$ cat src/shared/dccr_defs.svh
`ifndef DCCR_DEFS_SVH
`define DCCR_DEFS_SVH
// register offsets (byte addresses of the control port)
`define DCCR_ADDR_FMT 7'h41
`define DCCR_ADDR_OPF 7'h42
`define DCCR_ADDR_INV 7'h43
`define DCCR_ADDR_MUTE 7'h44
`define DCCR_ADDR_ATT_BASE 7'h48
`define DCCR_ADDR_ATT_LAST 7'h4f
// reset values
`define DCCR_RST_FMT 8'h00
`define DCCR_RST_OPF 8'h00
`define DCCR_RST_INV 8'h00
`define DCCR_RST_MUTE 8'h00
`define DCCR_RST_ATT 8'hff
// field positions
`define DCCR_PSM_BIT 7
`define DCCR_FMT_MSB 3
`define DCCR_FMT_LSB 0
`define DCCR_DIS_MSB 7
`define DCCR_DIS_LSB 4
`define DCCR_FLT_MSB 3
`define DCCR_FLT_LSB 0
// attenuator codes
`define DCCR_ATT_MUTE 8'h00
// ramp period: one step per this many sample periods
`define DCCR_RAMP_SAMPLES 4'h8
`define DCCR_RAMP_CNT_LAST 3'h7
`endif

$ cat src/shared/dccr_pkg.sv
package dccr_pkg;
  typedef enum logic [3:0] {
    DCCR_FMT_I2S = 4'h0,
    DCCR_FMT_LJ = 4'h1,
    DCCR_FMT_RJ24 = 4'h2,
    DCCR_FMT_RJ16 = 4'h3,
    DCCR_FMT_DSP_I2S = 4'h4,
    DCCR_FMT_DSP_LJ = 4'h5,
    DCCR_FMT_TDM_I2S = 4'h6,
    DCCR_FMT_TDM_LJ = 4'h7,
    DCCR_FMT_HTDM_I2S = 4'h8,
    DCCR_FMT_HTDM_LJ = 4'h9
  } dccr_fmt_t;

  // decoded framing handed to the serial audio receiver
  typedef struct packed {
    logic i2s_align;
    logic rj_mode;
    logic rj_16bit;
    logic dsp_mode;
    logic tdm_mode;
    logic tdm_high_speed;
    logic fmt_invalid;
  } dccr_frame_t;

  // per-pair analog/data-path controls
  typedef struct packed {
    logic [3:0] data_disconnect;
    logic [3:0] path_clear;
    logic [3:0] hold_common_mode;
    logic [3:0] drive_analog_ground;
    logic [3:0] power_down;
    logic [3:0] rolloff_slow;
  } dccr_pair_ctl_t;
endpackage

$ cat src/dccr_regs.sv
// Function
// - power-save policy 0 makes pair disable a power-save; 1 a plain disable.
// - format code 0000 (reset) selects I2S, 0001 selects left-justified.
// - code 0010 selects 24-bit right-justified, 0011 16-bit right-justified.
// - code 0100 DSP with I2S alignment, 0101 DSP left-justified.
// - code 0110 TDM with I2S alignment, 0111 TDM left-justified.
// - codes 1000 and 1001 select high-speed TDM, I2S then left-justified.
// - four disable bits, one per channel pair, reset to normal operation.
// - disabled pair is cut from audio input and its data path cleared.
// - disabled pair with policy 1 holds outputs at common-mode level.
// - disabled pair with policy 0 drives analog ground and powers down.
// - host keeps disable bits zero normally; control port always stays live.
// - four roll-off bits, one per pair, 0 sharp, 1 slow, reset 0000.
// - setting mute ramps attenuator stepwise down to infinite attenuation.
// - clearing mute ramps attenuator back up to programmed level.
// - soft mute reuses the attenuator and overrides the programmed level.
// - attenuator ramps move one step per eight sample periods; a disabled pair jumps straight to its target.
`timescale 1ns/100ps
`include "dccr_defs.svh"
module dccr_regs #(
  parameter int NCH = 8,
  parameter int NPAIR = 4
) (
  input wire logic sys_clk,
  input wire logic resetn,
  input wire logic [6:0] reg_addr,
  input wire logic [7:0] reg_wdata,
  input wire logic reg_wr,
  input wire logic reg_rd,
  output logic [7:0] reg_rdata,
  input wire logic sample_tick,
  output dccr_pkg::dccr_fmt_t interface_format_sel,
  output dccr_pkg::dccr_frame_t frame_cfg,
  output logic power_save_policy,
  output dccr_pkg::dccr_pair_ctl_t pair_ctl,
  output logic [NCH-1:0] output_invert,
  output logic [NCH*8-1:0] atten_level,
  output logic [NCH-1:0] ramp_busy
);
  import dccr_pkg::*;

  // ---------------------------------------------------------------
  // register file
  // ---------------------------------------------------------------
  logic [7:0] fmt_q;
  logic [7:0] opf_q;
  logic [7:0] inv_q;
  logic [7:0] mute_q;
  logic [7:0] att_prog_q [NCH];
  logic [7:0] att_cur_q [NCH];
  logic [7:0] rdata_q;
  logic [3:0] pair_disable;
  logic [3:0] rolloff_select;
  logic [NCH-1:0] soft_mute_en;

  function automatic logic is_att_addr(input logic [6:0] a);
    return a >= `DCCR_ADDR_ATT_BASE && a <= `DCCR_ADDR_ATT_LAST;
  endfunction

  function automatic logic [2:0] att_idx(input logic [6:0] a);
    logic [6:0] d;
    d = a - `DCCR_ADDR_ATT_BASE;
    return d[2:0];
  endfunction

  // reserved bits 6:4 are stored as written; host keeps them zero
  always_ff @(posedge sys_clk or negedge resetn) begin
    if (!resetn) begin
      fmt_q <= `DCCR_RST_FMT;
      opf_q <= `DCCR_RST_OPF;
      inv_q <= `DCCR_RST_INV;
      mute_q <= `DCCR_RST_MUTE;
    end else if (reg_wr) begin
      // writes are taken whatever the pair state
      case (reg_addr)
        `DCCR_ADDR_FMT: fmt_q <= reg_wdata;
        `DCCR_ADDR_OPF: opf_q <= reg_wdata;
        `DCCR_ADDR_INV: inv_q <= reg_wdata;
        `DCCR_ADDR_MUTE: mute_q <= reg_wdata;
        default: ;
      endcase
    end
  end

  always_ff @(posedge sys_clk or negedge resetn) begin
    if (!resetn) begin
      for (int i = 0; i < NCH; i++) begin
        att_prog_q[i] <= `DCCR_RST_ATT;
      end
    end else if (reg_wr && is_att_addr(reg_addr)) begin
      att_prog_q[att_idx(reg_addr)] <= reg_wdata;
    end
  end

  // unmapped addresses read zero
  always_ff @(posedge sys_clk or negedge resetn) begin
    if (!resetn) begin
      rdata_q <= 8'h00;
    end else if (reg_rd) begin
      if (is_att_addr(reg_addr)) begin
        rdata_q <= att_prog_q[att_idx(reg_addr)];
      end else begin
        case (reg_addr)
          `DCCR_ADDR_FMT: rdata_q <= fmt_q;
          `DCCR_ADDR_OPF: rdata_q <= opf_q;
          `DCCR_ADDR_INV: rdata_q <= inv_q;
          `DCCR_ADDR_MUTE: rdata_q <= mute_q;
          default: rdata_q <= 8'h00;
        endcase
      end
    end
  end
  assign reg_rdata = rdata_q;

  // ---------------------------------------------------------------
  // format decode
  // ---------------------------------------------------------------
  assign power_save_policy = fmt_q[`DCCR_PSM_BIT];
  assign interface_format_sel =
    dccr_fmt_t'(fmt_q[`DCCR_FMT_MSB:`DCCR_FMT_LSB]);

  // reserved codes are flagged only; behaviour then is undefined
  always_comb begin
    frame_cfg = '0;
    case (fmt_q[`DCCR_FMT_MSB:`DCCR_FMT_LSB])
      DCCR_FMT_I2S: frame_cfg.i2s_align = 1'b1;
      DCCR_FMT_LJ: frame_cfg.i2s_align = 1'b0;
      DCCR_FMT_RJ24: frame_cfg.rj_mode = 1'b1;
      DCCR_FMT_RJ16: begin
        frame_cfg.rj_mode = 1'b1;
        frame_cfg.rj_16bit = 1'b1;
      end
      DCCR_FMT_DSP_I2S: begin
        frame_cfg.dsp_mode = 1'b1;
        frame_cfg.i2s_align = 1'b1;
      end
      DCCR_FMT_DSP_LJ: frame_cfg.dsp_mode = 1'b1;
      DCCR_FMT_TDM_I2S: begin
        frame_cfg.tdm_mode = 1'b1;
        frame_cfg.i2s_align = 1'b1;
      end
      DCCR_FMT_TDM_LJ: frame_cfg.tdm_mode = 1'b1;
      DCCR_FMT_HTDM_I2S: begin
        frame_cfg.tdm_mode = 1'b1;
        frame_cfg.tdm_high_speed = 1'b1;
        frame_cfg.i2s_align = 1'b1;
      end
      DCCR_FMT_HTDM_LJ: begin
        frame_cfg.tdm_mode = 1'b1;
        frame_cfg.tdm_high_speed = 1'b1;
      end
      default: frame_cfg.fmt_invalid = 1'b1;
    endcase
  end

  // ---------------------------------------------------------------
  // pair controls
  // ---------------------------------------------------------------
  assign pair_disable = opf_q[`DCCR_DIS_MSB:`DCCR_DIS_LSB];
  assign rolloff_select = opf_q[`DCCR_FLT_MSB:`DCCR_FLT_LSB];

  always_comb begin
    pair_ctl.data_disconnect = pair_disable;
    pair_ctl.path_clear = pair_disable;
    pair_ctl.hold_common_mode =
      pair_disable & {NPAIR{power_save_policy}};
    pair_ctl.drive_analog_ground =
      pair_disable & {NPAIR{~power_save_policy}};
    pair_ctl.power_down =
      pair_disable & {NPAIR{~power_save_policy}};
    pair_ctl.rolloff_slow = rolloff_select;
  end

  assign output_invert = inv_q;
  assign soft_mute_en = mute_q;

  // ---------------------------------------------------------------
  // attenuator ramps
  // ---------------------------------------------------------------
  // one shared sample counter keeps all channels stepping in lockstep
  logic [2:0] smp_cnt_q;
  logic step_ok;

  always_ff @(posedge sys_clk or negedge resetn) begin
    if (!resetn) begin
      smp_cnt_q <= 3'h0;
    end else if (sample_tick) begin
      smp_cnt_q <= smp_cnt_q + 3'h1;
    end
  end
  assign step_ok = sample_tick && smp_cnt_q == `DCCR_RAMP_CNT_LAST;

  genvar g;
  generate
    for (g = 0; g < NCH; g++) begin : g_ch
      logic [7:0] target;
      // mute overrides the programmed level
      assign target = soft_mute_en[g] ? `DCCR_ATT_MUTE : att_prog_q[g];
      always_ff @(posedge sys_clk or negedge resetn) begin
        if (!resetn) begin
          att_cur_q[g] <= `DCCR_RST_ATT;
        end else if (pair_disable[g/2]) begin
          att_cur_q[g] <= target;
        end else if (step_ok) begin
          if (att_cur_q[g] > target) begin
            att_cur_q[g] <= att_cur_q[g] - 8'h01;
          end else if (att_cur_q[g] < target) begin
            att_cur_q[g] <= att_cur_q[g] + 8'h01;
          end
        end
      end
      assign atten_level[g*8 +: 8] = att_cur_q[g];
      assign ramp_busy[g] = att_cur_q[g] != target;
    end
  endgenerate
endmodule // dccr_regs

$ cat config.mk
export PLATFORM = sky130hd
export DESIGN_NAME = dccr_regs
export DESIGN_NICKNAME = d
export VERILOG_FILES = /design/src/shared/dccr_pkg.sv /design/src/dccr_regs.sv
export VERILOG_INCLUDE_DIRS = /design/src /design/src/shared
export SDC_FILE = /design/constraint.sdc
export NUM_CORES = 1
export LEC_CHECK = 0
export ABC_AREA = 1
export BUFFER_PORTS_ARGS = -buffer_cell sky130_fd_sc_hd__buf_2
export CORE_MARGIN = 4
export CORE_UTILIZATION = 62
export DETAILED_ROUTE_END_ITERATION = 6
export HOLD_SLACK_MARGIN = 0.03
export PLACE_DENSITY = 0.84
export SLEW_MARGIN = 20
export SYNTH_ARGS = -nofsm -noshare
export SYNTH_HDL_FRONTEND = slang
export SYNTH_SLANG_ARGS = --single-unit
$ cat constraint.sdc
create_clock -name sys_clk -period 4.36 [get_ports sys_clk]
set_clock_uncertainty 0.15 [all_clocks]
set_input_delay 0.436 -clock sys_clk [delete_from_list [all_inputs] [get_ports sys_clk]]
set_output_delay 0.436 -clock sys_clk [all_outputs]
set_load 0.01 [all_outputs]
==> flow_summary.ini <==
[job]
max-cap-violations = 0

[critical_path]
path_class = reg2reg
start_kind = register
critical_path.max_fanout = 10
cp.arrival_ns = 3.78
crit_required_ns = 4.59
reg2reg_depth = 19
cp-end-kind = register

[detailed_routing]
avgViaCountPerCell = 5.74
drt_iter0_markers = 1029
first_pass_iters = 7
wl_per_cell_um = 16.7
ant_nets = 0
drt_wl_total_um = 33700
dr_total_vias = 11600
drc = 0

[clock_network]
cts_root_buf = clkbuf_16
h-tree-depth = 4
clock_sinks = 171
clk_pin_slew_ns = 0.07
cts_tree = built
cts_buffers = 17
clkLatencyLatePin_ns = 0.45
clockBufferDepth = 2

[layout]
fin_nets = 1883
syn2layout_area_growth_pct = 12.0
post-route-util_pct = 70.7
layout-drive-gt1-share_pct = 19.6
instances_no_fill = 2022

[sta]
timing.slew.headroom_pct = 32.9
tns_ns = 0
whs_ns = 0.0680
setup_viol = 0
rsz0062_at_grt = no
fmax_mhz = 281
worst_slew_pin_slew_ns = 1.01
min_period_ns = 3.55
slew_viol_final = 0
fin_crit_sh_pct = 81.5
hold_viol = 0

[power]
power_leakage_nw = 6.78
ir_drop_v = 0.000630
cellPowerDensity_nw_per_um2 = 848

[synthesis]
ys.flop_type = dfstp_2
synth_top_cell_area_share_pct = 27.3
synthMostInstantiatedCell = nand2_1
synthCells = 1630
synth_edf_count = 0
synth_area_leaders = dfstp_2 27%, nand2_1 15%, ha_1 12%
syn_nets = 1772
synth_cell_types = 45
syn_area_sq_um = 12300
ys_ff_latch = 171
synth_common_cells = 508 x nand2_1, 160 x inv_1, 147 x o21ai_0
yosys.area.top_type = dfstp_2
yosysWarnings = 0
avgSynthCellArea_sq_um = 7.55
seq_area_frac_synth_pct = 36.0
synthArstFlopShare_pct = 100

[floorplanning]
dieWidth_um = 149
dieArea_sq_um = 22200
rows = 51
initial_core_util_pct = 63.1
die_h_um = 149
core_area_sq_um = 19500
io-pin-count = 144

[grt]
antenna_found_initial = 2
grt-ovfl-total = 0
track_usage_pct = 30.7
grt_max_degree = 111
grt_pass1_wl_um = 55000
grt_pass1_vias = 11300

[place]
dp_hpwl_um = 24100
placedCellCount = 1986
gp_congestion = 0.961
port_buffers = 143

[hold_path]
hold-path-cell-count = 2
min_path_type = in2reg

[status]
outcome = complete, no violations
## kinds of logic (layout without fill, tap and decap cells)
logic type | count (synthesis) | in the layout | share of synthesized area (%)
buffers and inverters | 230 | 354 | 8.11
and+or+nand+nor | 745 | 745 | 25.5
muxes | 2 | 2 | 0.183
xor gates and xnor gates | 29 | 29 | 2.06
adders and majority gates | 122 | 122 | 12.9
DFF | 171 | 171 | 36.0
other | 0 | 3 | 0
AOI/OAI and AO/OA | 331 | 331 | 15.2
## report_power, final
group | leakage (nW) | switching [mW] | internal [mW]
clock | 0.339 | 0.654 | 1.17
sequential | 1.91 | 0.467 | 2.22
combinational | 4.54 | 4.33 | 2.86
total | 6.78 | 5.45 | 6.24
## final timing paths
path                                    to          from  slack, ns
setup / recovery           atten_level[46]     mute_q[5]       0.81
hold / removal                smp_cnt_q[0]   sample_tick       0.07
setup reg to reg           atten_level[46]     mute_q[5]       0.81
hold reg to reg               smp_cnt_q[0]  smp_cnt_q[0]       0.34
max in group asynchronous  atten_level[21]        resetn       2.57
min in group asynchronous        mute_q[4]        resetn       0.58
## metrics by stage
stage                     setup slack [ns]  power (mW)  instance area [sq um]
after global routing                 0.575        12.9                  13800
after floorplan                       1.47        8.08                  12300
after CTS                            0.862        11.6                  13800
final                                0.807        11.7                  13800
after global placement                1.12        9.44                  13100
after detailed placement             0.997        9.75                  13100
## sequential cells by signal, indices dropped and copies added, names as in the netlist
signal / flops
atten_level: 64
output_invert: 8
fmt_q: 8
mute_q: 8
opf_q: 8
smp_cnt_q: 3
att_prog_q: 64
reg_rdata: 8
## layer usage
layer  GRT usage, %  up-vias  part of all wire (%)
li1               -     5625                     -
met1           37.6     5465                    40
met2           53.7      427                    50
met3           5.83       86                   6.8
met4           11.5        0                   2.6
met5              0        -                     0
## cell usage in the layout, fill, tap and decap left out, types with 21 or more instances in the layout
| cell | Yosys | routed |
|---|---|---|
| nand2_1 | 508 | 508 |
| inv_1 | 160 | 160 |
| o21ai_0 | 147 | 147 |
| buf_2 | 5 | 142 |
| dfstp_2 | 128 | 128 |
| ha_1 | 114 | 114 |
| nor2_1 | 101 | 101 |
| nand3_1 | 80 | 80 |
| a21oi_1 | 61 | 61 |
| dfrtp_1 | 43 | 43 |
| nand4_1 | 23 | 23 |
| o21ai_1 | 23 | 23 |
| xor2_1 | 21 | 21 |
## worst max-delay path: stages, from the launching register on
cell	delay (ns)
dfrtp_1	0.36
clkinv_1	0.30
nand2_1	0.22
ha_1	0.27
a21oi_1	0.16
nor2_1	0.06
nor2_1	0.10
nand2_1	0.10
nand2_1	0.18
inv_1	0.17
ha_1	0.36
inv_1	0.11
o21ai_0	0.13
nand2_1	0.08
nand3_1	0.09
or2_2	0.30
nand3_1	0.09
o21ai_0	0.11
nand2_1	0.10
nand2_1	0.05
## final cells by class
cell class                      count  area, sq um
Multi-Input combinational cell   1229         6880
Fill cell                        1573         5730
Sequential cell                   171         4440
Timing Repair Buffer              149          782
Inverter                          173          658
Clock buffer                       22          464
Tap cell                          265          332
Clock inverter                     10          236
Antenna cell                        3         7.51
## repair_timing
| item | in CTS | in global routing |
|---|---|---|
| endpoints found under the hold margin | 8 | 0 |
| setup buffers | 0 | 0 |
| hold buffers | 1 | 0 |
| resized for setup | 0 | 0 |
Note: power is estimated with default switching activity, not from simulation.
